**src/logic/sadc_params.svh**
```systemverilog
/*
 constants of the sar converter sequencer: register indices, field
 positions, reset values and conversion timing.
 assumes it is included by bare name before any module that uses it.
*/
`ifndef SADC_PARAMS_SVH
`define SADC_PARAMS_SVH
// Functional notes
// selected channel pin leaves port control and becomes the converter input
// port output and direction writes do not reach the selected pin
// reading the port bit of the selected pin returns 0
// ref_high converts to FF, ref_low to 00, linear between, saturates high
// status/control write starts a conversion lasting 16 to 17 converter clocks
// continuous mode overwrites the result register after every conversion
// continuous mode restarts after each conversion until its bit clears
// continuous mode sets the complete flag after the first conversion only
// single mode converts once per status/control write, then idles
// interrupt enabled: request per conversion, to cpu on 0, dma on 1
// interrupt disabled: complete bit read-only, set on done, cleared by access
// interrupt enabled: complete bit is a writable service selector, reset clears
// data read or status/control write withdraws a pending interrupt
// reset clears interrupt enable and continuous bits
// five-bit channel field; all ones powers the converter down
// converter keeps running in wait mode; its cpu request can wake
// stop mode aborts and idles the converter; conversions resume afterwards
// software should set the converter clock near 1 MHz
// software must not select dma service while interrupts are enabled
// software should discard one conversion after leaving stop mode
// software should power the converter down before wait when unused
// the single 8-bit result register updates on every completion
// divider field divides by 1, 2, 4, 8, or 16 when its top bit set
// reset selects the oscillator clock as converter clock source
// the first result after power-up is marked as settling
// codes 0 to 5 pick pins in order; other unused codes are reserved
`define SADC_IDX_SCR      8'h3C
`define SADC_IDX_DATA     8'h3D
`define SADC_IDX_CLK      8'h3E
`define SADC_IDX_PORT     8'h3F
`define SADC_IDX_DDR      8'h40
`define SADC_SCR_CMPL     7
`define SADC_SCR_IRQEN    6
`define SADC_SCR_CONT     5
`define SADC_CLK_DIV_HI   7
`define SADC_CLK_DIV_LO   5
`define SADC_CLK_SRC      4
`define SADC_CLK_SETTLE   0
`define SADC_SCR_RST      8'h1F
`define SADC_CLK_RST      8'h00
`define SADC_CH_REFH      5'h1D
`define SADC_CH_REFL      5'h1E
`define SADC_CH_OFF       5'h1F
`define SADC_NUM_PINS     6
`define SADC_RES_BITS     8
`define SADC_SAMPLE_TICKS 8
`define SADC_CONV_TICKS   5'h10
`endif

```
**src/logic/sadc_pkg.sv**
```systemverilog
/*
 types of the sar converter sequencer: bus request carrier, control
 register layout and the conversion state machine codes.
 assumes nothing beyond a sv compiler.
*/
package sadc_pkg;
   typedef struct packed {
      logic [9:0]  address;
      logic        read;
      logic        write;
      logic [3:0]  byteenable;
      logic [31:0] writedata;
   } sadc_avl_req_type;

   typedef struct packed {
      logic       complete_or_service_select;
      logic       conv_irq_enable;
      logic       continuous_enable;
      logic [4:0] channel_select;
   } sadc_scr_type;

   typedef enum logic [2:0] {
      SAR_IDLE   = 3'h1,
      SAR_SAMPLE = 3'h2,
      SAR_CONV   = 3'h4
   } sadc_sar_state_type;
endpackage

```
**src/logic/sadc_clkdiv.sv**
```systemverilog
/*
 converter clock divider: turns the selected source enable into a
 converter tick, one clock wide.
 assumes src_en is a one-cycle enable in the clk domain.
*/
`timescale 1ns/1ps
module sadc_clkdiv (
   input  wire logic       clk,
   input  wire logic       srst,
   input  wire logic       src_en,
   input  wire logic [2:0] div_sel,
   output logic            tick
);
   logic [3:0] cnt_q;

   function automatic logic [3:0] last_count(input logic [2:0] sel);
      logic [3:0] r;
      r = 4'hF;
      if (!sel[2]) begin
         r = (4'h1 << sel[1:0]) - 4'h1;
      end
      return r;
   endfunction

   always_ff @(posedge clk) begin
      if (srst) begin
         cnt_q <= 4'h0;
         tick  <= 1'h0;
      end else begin
         tick <= 1'h0;
         if (src_en) begin
            // divide by 1, 2, 4, 8, or 16 with top bit set
            if (cnt_q >= last_count(div_sel)) begin
               cnt_q <= 4'h0;
               tick  <= 1'h1;
            end else begin
               cnt_q <= cnt_q + 4'h1;
            end
         end
      end
   end
endmodule

```
**src/logic/sadc_sar.sv**
```systemverilog
/*
 successive approximation engine: sample phase then one bit per tick.
 assumes an external comparator answers dac_code within one clk.
*/
`timescale 1ns/1ps
`include "sadc_params.svh"
module sadc_sar #(
   parameter int RES_BITS     = `SADC_RES_BITS,
   parameter int SAMPLE_TICKS = `SADC_SAMPLE_TICKS
) (
   input  wire logic                clk,
   input  wire logic                srst,
   input  wire logic                tick,
   input  wire logic                start,
   input  wire logic                abort,
   input  wire logic                cmp_above,
   output logic                     busy,
   output logic                     done,
   output logic [RES_BITS-1:0]      result,
   output logic [RES_BITS-1:0]      dac_code
);
   import sadc_pkg::*;
   localparam int BW = $clog2(RES_BITS);

   sadc_sar_state_type  state_q;
   logic [4:0]          cnt_q;
   logic [BW-1:0]       bit_q;
   logic [RES_BITS-1:0] code_d;
   logic [4:0]          tick_cnt_q;
   logic                armed_q;

   assign busy = state_q != SAR_IDLE;

   always_comb begin
      code_d = dac_code;
      code_d[bit_q] = cmp_above;
      if (bit_q != '0) begin
         code_d[bit_q - 1'h1] = 1'h1;
      end
   end

   always_ff @(posedge clk) begin
      if (srst) begin
         state_q  <= SAR_IDLE;
         cnt_q    <= 5'h00;
         bit_q    <= '0;
         dac_code <= '0;
         result   <= '0;
         done     <= 1'h0;
      end else begin
         done <= 1'h0;
         if (abort) begin
            state_q <= SAR_IDLE;
         end else if (start) begin
            // a start arrives anywhere in a tick period: 16 to 17 periods
            state_q <= SAR_SAMPLE;
            cnt_q   <= 5'h00;
         end else if (tick && armed_q) begin
            unique case (state_q)
               SAR_IDLE: begin
               end
               SAR_SAMPLE: begin
                  if (cnt_q == 5'(SAMPLE_TICKS - 1)) begin
                     state_q  <= SAR_CONV;
                     dac_code <= {1'h1, {(RES_BITS-1){1'h0}}};
                     bit_q    <= BW'(RES_BITS - 1);
                  end else begin
                     cnt_q <= cnt_q + 5'h01;
                  end
               end
               SAR_CONV: begin
                  // comparator always above gives all ones: saturation
                  dac_code <= code_d;
                  if (bit_q == '0) begin
                     result  <= code_d;
                     done    <= 1'h1;
                     state_q <= SAR_IDLE;
                  end else begin
                     bit_q <= bit_q - 1'h1;
                  end
               end
            endcase
         end
      end
   end

   // the tick period cut by the start is not counted, else it would last 15 to 16
   always_ff @(posedge clk) begin
      if (srst || start) begin
         armed_q <= 1'h0;
      end else if (tick) begin
         armed_q <= 1'h1;
      end
   end

   always_ff @(posedge clk) begin
      if (srst || start) begin
         tick_cnt_q <= 5'h00;
      end else if (tick && armed_q && busy) begin
         tick_cnt_q <= tick_cnt_q + 5'h01;
      end
   end
endmodule

```
**src/logic/sadc_top.sv**
```systemverilog
/*
 sar converter sequencer: avalon-mm register slave, channel and port pin
 takeover, single and continuous sequencing, completion flag, interrupt
 routing, power-off and stop handling.
 assumes one clk; osc_clock is a one-cycle enable from the oscillator,
 cmp_above comes from the analog comparator, stop_mode from the core.
*/
`timescale 1ns/1ps
`include "sadc_params.svh"
module sadc_top (
   input  wire logic                       clk,
   input  wire logic                       srst,
   input  wire sadc_pkg::sadc_avl_req_type avl_req,
   output logic [31:0]                     readdata,
   output logic                            waitrequest,
   input  wire logic                       osc_clock,
   input  wire logic                       stop_mode,
   input  wire logic                       cmp_above,
   input  wire logic [`SADC_NUM_PINS-1:0]  pin_in,
   output logic [`SADC_NUM_PINS-1:0]       pin_out,
   output logic [`SADC_NUM_PINS-1:0]       pin_oe,
   output logic [`SADC_NUM_PINS-1:0]       analog_sel,
   output logic [7:0]                      dac_code,
   output logic                            adc_power,
   output logic                            irq_cpu,
   output logic                            irq_dma
);
   import sadc_pkg::*;
   localparam int NP = `SADC_NUM_PINS;

   sadc_scr_type  scr_q;
   logic [7:0]    clksel_q;
   logic [7:0]    result_q;
   logic [NP-1:0] port_out_q;
   logic [NP-1:0] port_ddr_q;
   logic          first_done_q;
   logic          irq_pend_q;
   logic          settle_pend_q;
   logic          settling_q;
   logic          resume_q;
   logic          stop_q;
   logic [7:0]    idx;
   logic          aligned;
   logic          accept;
   logic          wr_en;
   logic          rd_en;
   logic          wr_scr;
   logic          rd_data;
   logic [7:0]    wbyte;
   logic [NP-1:0] sel_mask;
   logic          chan_off;
   logic          new_off;
   logic          sar_start;
   logic          sar_abort;
   logic          sar_busy;
   logic          sar_done;
   logic          cmp_eff;
   logic          div_src;
   logic          div_tick;
   logic [7:0]    sar_result;
   logic [7:0]    rd_mux;

   function automatic logic [NP-1:0] pin_mask(input logic [4:0] ch);
      logic [NP-1:0] m;
      m = '0;
      if (ch < 5'(NP)) begin
         m = NP'(1) << ch;
      end
      return m;
   endfunction

   assign idx     = avl_req.address[9:2];
   assign aligned = avl_req.address[1:0] == 2'h0;
   assign accept  = (avl_req.read | avl_req.write) & ~waitrequest;
   assign wr_en   = accept & avl_req.write & avl_req.byteenable[0] & aligned;
   assign rd_en   = accept & avl_req.read & aligned;
   assign wbyte   = avl_req.writedata[7:0];
   assign wr_scr  = wr_en & (idx == `SADC_IDX_SCR);
   assign rd_data = rd_en & (idx == `SADC_IDX_DATA);

   // codes 0 to 5 pick pins in ascending order, the rest pick none
   assign sel_mask = pin_mask(scr_q.channel_select);
   assign chan_off = scr_q.channel_select == `SADC_CH_OFF;
   assign new_off  = wbyte[4:0] == `SADC_CH_OFF;

   // nothing here looks at wait mode: conversions run on through it
   always_comb begin
      sar_start = 1'h0;
      if (stop_mode) begin
         sar_start = 1'h0;
      end else if (wr_scr) begin
         sar_start = !new_off;
      end else if (!chan_off) begin
         sar_start = (sar_done & scr_q.continuous_enable) | resume_q;
      end
   end

   // a write that leaves the off code must not be aborted by the old code
   assign sar_abort = stop_mode | (chan_off & !wr_scr);

   // references are forced digitally, reserved codes convert to zero
   always_comb begin
      cmp_eff = 1'h0;
      if (scr_q.channel_select == `SADC_CH_REFH) begin
         cmp_eff = 1'h1;
      end else if (scr_q.channel_select == `SADC_CH_REFL) begin
         cmp_eff = 1'h0;
      end else if (scr_q.channel_select < 5'(NP)) begin
         cmp_eff = cmp_above;
      end
   end

   // source 0 is the oscillator, the reset choice
   assign div_src = clksel_q[`SADC_CLK_SRC] ? 1'h1 : osc_clock;

   sadc_clkdiv u_div (
      .clk     (clk),
      .srst    (srst),
      .src_en  (div_src),
      .div_sel (clksel_q[`SADC_CLK_DIV_HI:`SADC_CLK_DIV_LO]),
      .tick    (div_tick)
   );

   sadc_sar #(
      .RES_BITS     (8),
      .SAMPLE_TICKS (`SADC_SAMPLE_TICKS)
   ) u_sar (
      .clk       (clk),
      .srst      (srst),
      .tick      (div_tick),
      .start     (sar_start),
      .abort     (sar_abort),
      .cmp_above (cmp_eff),
      .busy      (sar_busy),
      .done      (sar_done),
      .result    (sar_result),
      .dac_code  (dac_code)
   );

   always_comb begin
      rd_mux = 8'h00;
      if (aligned) begin
         case (idx)
            `SADC_IDX_SCR:  rd_mux = scr_q;
            `SADC_IDX_DATA: rd_mux = result_q;
            `SADC_IDX_CLK:  rd_mux = {clksel_q[7:4], 3'h0, settling_q};
            // the converter's own pin reads as zero
            `SADC_IDX_PORT: rd_mux = 8'(((port_ddr_q & port_out_q)
                                      | (~port_ddr_q & pin_in)) & ~sel_mask);
            `SADC_IDX_DDR:  rd_mux = 8'(port_ddr_q);
            default:        rd_mux = 8'h00;
         endcase
      end
   end

   // one wait state: data are loaded while waitrequest is high
   always_ff @(posedge clk) begin
      if (srst) begin
         waitrequest <= 1'h1;
         readdata    <= 32'h0000_0000;
      end else begin
         waitrequest <= ~((avl_req.read | avl_req.write) & waitrequest);
         if (avl_req.read & waitrequest) begin
            readdata <= {24'h00_0000, rd_mux};
         end
      end
   end

   always_ff @(posedge clk) begin
      if (srst) begin
         scr_q <= sadc_scr_type'(`SADC_SCR_RST);
      end else begin
         if (wr_scr) begin
            scr_q.conv_irq_enable   <= wbyte[`SADC_SCR_IRQEN];
            scr_q.continuous_enable <= wbyte[`SADC_SCR_CONT];
            scr_q.channel_select    <= wbyte[4:0];
            // writable selector only with interrupts on
            scr_q.complete_or_service_select <=
               wbyte[`SADC_SCR_CMPL] & wbyte[`SADC_SCR_IRQEN];
         end else if (rd_data && !scr_q.conv_irq_enable) begin
            scr_q.complete_or_service_select <= 1'h0;
         end
         // a completion beats a same-cycle clear
         if (sar_done && !scr_q.conv_irq_enable
             && !(wr_scr && wbyte[`SADC_SCR_IRQEN])
             && (!scr_q.continuous_enable || !first_done_q)) begin
            scr_q.complete_or_service_select <= 1'h1;
         end
      end
   end

   always_ff @(posedge clk) begin
      if (srst || wr_scr) begin
         first_done_q <= 1'h0;
      end else if (sar_done) begin
         first_done_q <= 1'h1;
      end
   end

   always_ff @(posedge clk) begin
      if (srst) begin
         result_q <= 8'h00;
      end else if (sar_done) begin
         result_q <= sar_result; // unread data are lost
      end
   end

   always_ff @(posedge clk) begin
      if (srst) begin
         irq_pend_q <= 1'h0;
      end else if (sar_done && scr_q.conv_irq_enable) begin
         irq_pend_q <= 1'h1;
      end else if (wr_scr || rd_data) begin
         irq_pend_q <= 1'h0;
      end
   end

   // a dma choice masks the cpu request; nothing services it here
   always_ff @(posedge clk) begin
      if (srst) begin
         irq_cpu <= 1'h0;
         irq_dma <= 1'h0;
      end else begin
         irq_cpu <= irq_pend_q & scr_q.conv_irq_enable
                    & ~scr_q.complete_or_service_select;
         irq_dma <= irq_pend_q & scr_q.conv_irq_enable
                    & scr_q.complete_or_service_select;
      end
   end

   always_ff @(posedge clk) begin
      if (srst) begin
         clksel_q <= `SADC_CLK_RST;
      end else if (wr_en && idx == `SADC_IDX_CLK) begin
         clksel_q <= {wbyte[7:4], 4'h0};
      end
   end

   // stored as written; the pin drive and the port read are masked
   always_ff @(posedge clk) begin
      if (srst) begin
         port_out_q <= '0;
         port_ddr_q <= '0;
      end else begin
         if (wr_en && idx == `SADC_IDX_PORT) begin
            port_out_q <= wbyte[NP-1:0];
         end
         if (wr_en && idx == `SADC_IDX_DDR) begin
            port_ddr_q <= wbyte[NP-1:0];
         end
      end
   end

   always_ff @(posedge clk) begin
      if (srst) begin
         pin_oe     <= '0;
         pin_out    <= '0;
         analog_sel <= '0;
         adc_power  <= 1'h0;
      end else begin
         pin_oe     <= port_ddr_q & ~sel_mask;
         pin_out    <= port_out_q & ~sel_mask;
         analog_sel <= sel_mask;
         adc_power  <= !chan_off && !stop_mode;
      end
   end

   // stop kills the conversion; it is restarted once stop ends
   always_ff @(posedge clk) begin
      if (srst) begin
         resume_q <= 1'h0;
         stop_q   <= 1'h0;
      end else begin
         stop_q <= stop_mode;
         if (stop_mode && (sar_busy || scr_q.continuous_enable)) begin
            resume_q <= 1'h1;
         end else if (sar_start) begin
            resume_q <= 1'h0;
         end
      end
   end

   // analog needs one conversion after power-up or stop exit
   always_ff @(posedge clk) begin
      if (srst) begin
         settle_pend_q <= 1'h0;
         settling_q    <= 1'h0;
      end else begin
         if (sar_done) begin
            settling_q    <= settle_pend_q;
            settle_pend_q <= 1'h0;
         end
         if ((wr_scr && chan_off && !new_off) || (stop_q && !stop_mode)) begin
            settle_pend_q <= 1'h1;
         end
      end
   end
endmodule

```
**config.mk**
```make
export PLATFORM = sky130hd
export DESIGN_NAME = sadc_top
export DESIGN_NICKNAME = d
export VERILOG_FILES = /design/src/logic/sadc_pkg.sv /design/src/logic/sadc_clkdiv.sv /design/src/logic/sadc_sar.sv /design/src/logic/sadc_top.sv
export VERILOG_INCLUDE_DIRS = /design/src /design/src/logic
export SDC_FILE = /design/constraint.sdc
export NUM_CORES = 1
export LEC_CHECK = 0
export ABC_AREA = 1
export BUFFER_PORTS_ARGS = -buffer_cell sky130_fd_sc_hd__buf_2
export CAP_MARGIN = 20
export CORE_UTILIZATION = 58
export DETAILED_ROUTE_END_ITERATION = 12
export GPL_ROUTABILITY_DRIVEN = 0
export GPL_TIMING_DRIVEN = 0
export PLACE_DENSITY = 0.93
export SKIP_LAST_GASP = 1
export SYNTH_ARGS = -nofsm -noshare
export SYNTH_HDL_FRONTEND = slang
export SYNTH_SLANG_ARGS = --single-unit
```
**constraint.sdc**
```tcl
create_clock -name clk -period 3.9 [get_ports clk]
set_clock_uncertainty 0.15 [all_clocks]
set_input_delay 0.585 -clock clk [delete_from_list [all_inputs] [get_ports clk]]
set_output_delay 0.585 -clock clk [all_outputs]
set_load 0.05 [all_outputs]
```
# Yosys cells after proc, flatten, opt, wreduce, memory -nomap -nowiden
# Cells that the tools add are included.
# totals
reg_bits	102
latchBits	0
ramBits	0
romBits	0
output_inout_bits	62
wordCells	197
n_memories	0
# classes
addsub	4
mul	0
div	0
n_lt_le_gt_ge	6
n_eq_ne	19
shifts	2
n_mux	45
n_bitwise	37
reduce_logical	52
# ops
operator	n
one-hot mux 8 bit (5 select lines)	1
== test 8 x 6 -> 1 bit (second input constant)	4
two-way mux 8 bit	3
== test 5 bit (second input constant)	4
two-way mux 1 bit	20
two-way mux 5 bit	4
bitwise AND 6 bit	3
logical AND 1 bit	17
bitwise AND 1 bit	16
two-way mux 4 bit	4
inverter 6 -> 8 bit	2
one-hot mux 8 bit (2 select lines)	1
two-way mux 3 bit	4
one-hot mux 3 bit (2 select lines)	2
AND reduction 4 bit	3
nonzero test 2 bit	6
AND reduction 5 bit	2
!= test 3 x 1 -> 1 bit (second input constant)	3
nonzero test 3 bit	3
bitwise AND 8 x 6 -> 8 bit	1
bitwise AND 8 bit	1
bitwise mux 8 bit	1
== test 8 x 7 -> 1 bit (second input constant)	1
logical NOT 1 bit	8
other kinds (30)	51

# Longest topological paths before layout
# logic_depth
word_depth	11
mapped_depth	14

# Modules after synthesis
# A second synthesis with hierarchy kept.
# hier_totals
cells_unflattened	728
area_unflattened_um2	5165.0
# by_module_without_submodules
module	n_inst	cells_each	area_per_inst_um2	seq_area_each_um2
sadc_top	1	422	3148.0	1361.3
sadc_sar	1	263	1680.4	580.6
sadc_clkdiv	1	43	336.6	100.1

# Worst setup path after synthesis
# OpenSTA, ideal clock, no wires.
# synth_timing
path_type	register to register
start	register u_sar.bit_q[0]
end	register u_sar.dac_code[3]
t_arrival_ps	1761
setup_slack_ps	1861
stages_incl_launch_ff	14
path_buffers	1
cell_sequence	dfxtp_1 -> buf_2 -> clkinv_1 -> ha_1 -> xor2_1 -> inv_1 -> nand3_1 -> nor2_1 -> inv_1 -> nand2_1 -> nor2_1 -> nor2_1 -> nor2_1 -> nor2_1
# synth_via
elab_chain_cells	8
elab_cells_between_ends	16
classes_between	add/sub: 1; order compare: 4; mux: 7; bitwise: 1; reduce/logical: 3
# synth_lines
element	line	text
start, declared	sadc_sar.sv:27	logic [BW-1:0] bit_q;
start signal, assigned	sadc_sar.sv:66	bit_q <= BW'(RES_BITS - 1);
start signal, assigned	sadc_sar.sv:79	bit_q <= bit_q - 1'h1;
subtractor 3 x 1 -> 3 bit (tied with other cells)	sadc_sar.sv:38	code_d[bit_q - 1'h1] = 1'h1;
< comparator 3 x 4 -> 1 bit (not written as such) (tied with other cells)	sadc_sar.sv:38	
logical AND 1 bit (not written as such) or two-way mux 1 bit (tied branches)	sadc_sar.sv:38, sadc_sar.sv:36	
two-way mux 1 bit (not written as such) or demux 1 bit (select 3 bit) (tied branches)	--	
demux 1 bit (select 3 bit) or bitwise mux 8 bit (tied branches)	--	
bitwise OR 8 bit (no line)	--	
two-way mux 8 bit (*)	sadc_sar.sv:37	if (bit_q != '0) begin
one-hot mux 8 bit (2 select lines) (*)	sadc_sar.sv:59	unique case (state_q)
end signal, assigned	sadc_sar.sv:65	dac_code <= {1'h1, {(RES_BITS-1){1'h0}}};
end signal, assigned	sadc_sar.sv:73	dac_code <= code_d;
end, declared	sadc_sar.sv:20	output logic [RES_BITS-1:0] dac_code
# Every way passes the cells marked *; elsewhere a longest branch is shown, timed or not.
# A chain may end at the register's enable or synchronous reset.

# Worst setup path in the final report
# layout_timing
start	register u_sar.bit_q[0]
end	register u_sar.dac_code[2]
# Same word-level chain as after synthesis.

==> results.ini <==
[status]
outcome = finished, final reports clean

[die]
fp.dieH_um = 94.3
rows = 33
ios = 121
die_area_sq_mm = 0.00889
coreArea_sq_mm = 0.00822
start_util_pct = 60.1
die-width_um = 94.3

[timing]
setup_tns_ns = 0
max_freq_mhz = 386
setup_viol = 0
tightest_slew_ns = 0.801
period_share_pct = 66.3
hold_viol_final = 0
worst_hold_slack_ns = 0.260
slew_headroom_pct = 46.1
layout_min_cycle_time_ns = 2.59
setup_ws_ns = 1.31
drv_slew = 0
rsz0062_at_grt = no

[final_layout]
fill_cells = 640
nNetsFinal = 867
area_delta_synth_final_pct = 15.3
finish.utilization_pct = 69.3
layout-drive-gt1-share_pct = 18.5
final_common_cell = nand2_1
num_antenna_cells = 0
final_cell_mix = 132 x nand2_1, 105 x nor2_1, 102 x dfxtp_1
fin_cells = 910
design_area_sq_mm = 0.00569

[placement]
place_hpwl_um = 9160
dp.cells = 894
port_buffers = 68
dpl_cell_area_sq_mm = 0.00550
dpl_worst_slack_ns = 1.39

[logic_synthesis]
ys.flop_type = dfxtp_1
yosysSeqAreaShare_pct = 41.3
synth_seq_cells = 102
synth_edf_count = 0
synth.avg_cell_area_sq_um = 7.08
syn_area_sq_mm = 0.00494
synth.distinct_cells = 42
synth_cells = 698
yosys_warnings = 0
ys_async_sr_fraction_pct = 0

[cts]
post_cts_resized = 0
cts_tree = built
cts_buffer_depth = 2
htreeDepth = 3
numCtsBuffers = 9
post_cts_buffers = 0
clkTransAtPathRegs_ns = 0.10
clock-sinks = 102
postCtsHoldBufs = 0
clockRootBuffer = clkbuf_8
clkLatencyLatePin_ns = 0.37

[grt]
track_usage_pct = 29.7
grt_pass1_wl_um = 20400
grt_start_max_net_pins = 18
antenna_found_initial = 0
grt-ovfl-total = 0
first_global_vias = 4619

[worst_setup_path]
path_class = reg2reg
required_ns = 4.00
r2r-end = u_sar.dac_code[2]
crit_path_end_kind = flip-flop
crit_top_cell = nor2_1
critPathMaxFanout = 10
r2r_slack_ns = 1.31
path_cells = buf_2 > clkinv_1 > ha_1 > xor2_1 > inv_1 > nand3_1 > nor2_1 > o21ai_0 > nor2_1 > nor2_1 > nor2_1
reg2reg_from = u_sar.bit_q[0]
critPathSlowestCell = dfxtp_1
critPathLaunchType = flip-flop
crit_arrival_ns = 2.69
ff2ff_path_depth = 11
crit_path_max_incr_delay_ns = 0.35

[worst_hold_path]
min_to = waitrequest
hp-start = avl_req[36]
hold_depth = 2
hp-class = in2reg

[power]
p_total_mw = 1.87
power.ir.vdd_worst_v = 0.000249
p_per_area_mw_per_mm2 = 329
leakagePower_nw = 2.85

[detailed_routing]
drt_first_pass_iters = 5
drt-initial-drc-count = 387
wl_per_cell_um = 13.5
vias = 4872
drc_errors = 0
postRouteAntennaNets = 0
wirelength_um = 12300
detail_route.vias_per_cell = 5.35

[job]
drv_cap = 0

state kept, by name, summed over array words and instances (netlist names), 5 cells and up:
register and count:
analog_sel 6, pin_oe 6, pin_out 6, port_ddr_q 6, port_out_q 6, readdata 8, result_q 8, scr_q 8
u_sar.cnt_q 5, u_sar.dac_code 8, u_sar.result 8
logic make-up (layout without fill, tap and decap cells):
group,count (synthesis),count (layout),synth area share [%]
AOI/OAI and AO/OA,91,91,10.5
xor gates and xnor gates,3,3,0.532
adders and majority gates,8,8,2.03
buffers and inverters,139,223,12.9
DFF,102,102,41.3
muxes,4,4,0.887
other,1,24,0.0759
and+or+nand+nor,350,350,31.7
layer usage:
| layer | up-vias | global-route usage, % | routed length (um) |
|---|---|---|---|
| met4 | 0 | 15.6 | 486 |
| met3 | 47 | 6.80 | 1020 |
| met5 | - | 0 | 0 |
| li1 | 2402 | - | - |
| met2 | 222 | 51.4 | 6030 |
| met1 | 2201 | 33.6 | 4730 |
power by group:
| group | switching (mW) | total (mW) | internal (mW) |
|---|---|---|---|
| logic | 0.113 | 0.155 | 0.0428 |
| clock network | 0.366 | 0.667 | 0.300 |
| registers | 0.00294 | 1.05 | 1.04 |
| total | 0.482 | 1.87 | 1.39 |
layout make-up:
class                      instances  area [sq um]  share of cell area (%)
buffer                            44           280                    4.92
timing repair buffer              68           340                    5.98
sequential                       102          2040                    35.9
tap                              105           131                    2.31
multi-input combinational        480          2340                    41.2
inverter                          95           359                    6.31
clock buffer                      10           128                    2.24
clock inverter                     6          67.6                    1.19
critical path, delay by kind of cell (launching register included):
family	cells	cell delay, ns
buffers and inverters	3	0.64
and+or+nand+nor	5	0.41
DFF	1	0.35
AOI/OAI and AO/OA	1	0.31
adders and majority gates	1	0.30
xor gates and xnor gates	1	0.29
cells in the mapped netlist (all sizes together), types with 2 or more instances:
| library cell | number | area [sq um] |
|---|---|---|
| nand2 | 140 | 566 |
| nor2 | 112 | 448 |
| dfxtp | 102 | 2040 |
| inv | 94 | 355 |
| nand3 | 54 | 290 |
| a21oi | 36 | 180 |
| buf | 36 | 250 |
| o21ai | 33 | 165 |
| nor3 | 22 | 110 |
| nand4 | 13 | 87.6 |
| clkbuf | 8 | 30.0 |
| ha | 8 | 100 |
| o211ai | 8 | 60.1 |
| a211oi | 7 | 57.6 |
| nor4 | 5 | 37.5 |
| mux2 | 3 | 33.8 |
| xor2 | 3 | 26.3 |
| a31oi | 2 | 12.5 |
| and3 | 2 | 12.5 |
| or2 | 2 | 12.5 |
worst max path at each step:
stage	start	endpoint	slack, ns	depth (start not counted)
finish	u_sar.bit_q[0]	u_sar.dac_code[2]	1.31	11
global route	u_sar.bit_q[0]	u_sar.dac_code[2]	1.04	11
CTS	u_sar.bit_q[0]	u_sar.dac_code[2]	1.37	11
detailed placement	u_sar.bit_q[0]	u_sar.dac_code[2]	1.39	11
global placement	u_sar.bit_q[0]	u_sar.dac_code[2]	1.55	11
floorplan	u_sar.bit_q[0]	u_sar.dac_code[3]	1.86	13
(Power assumes the default switching activity.)
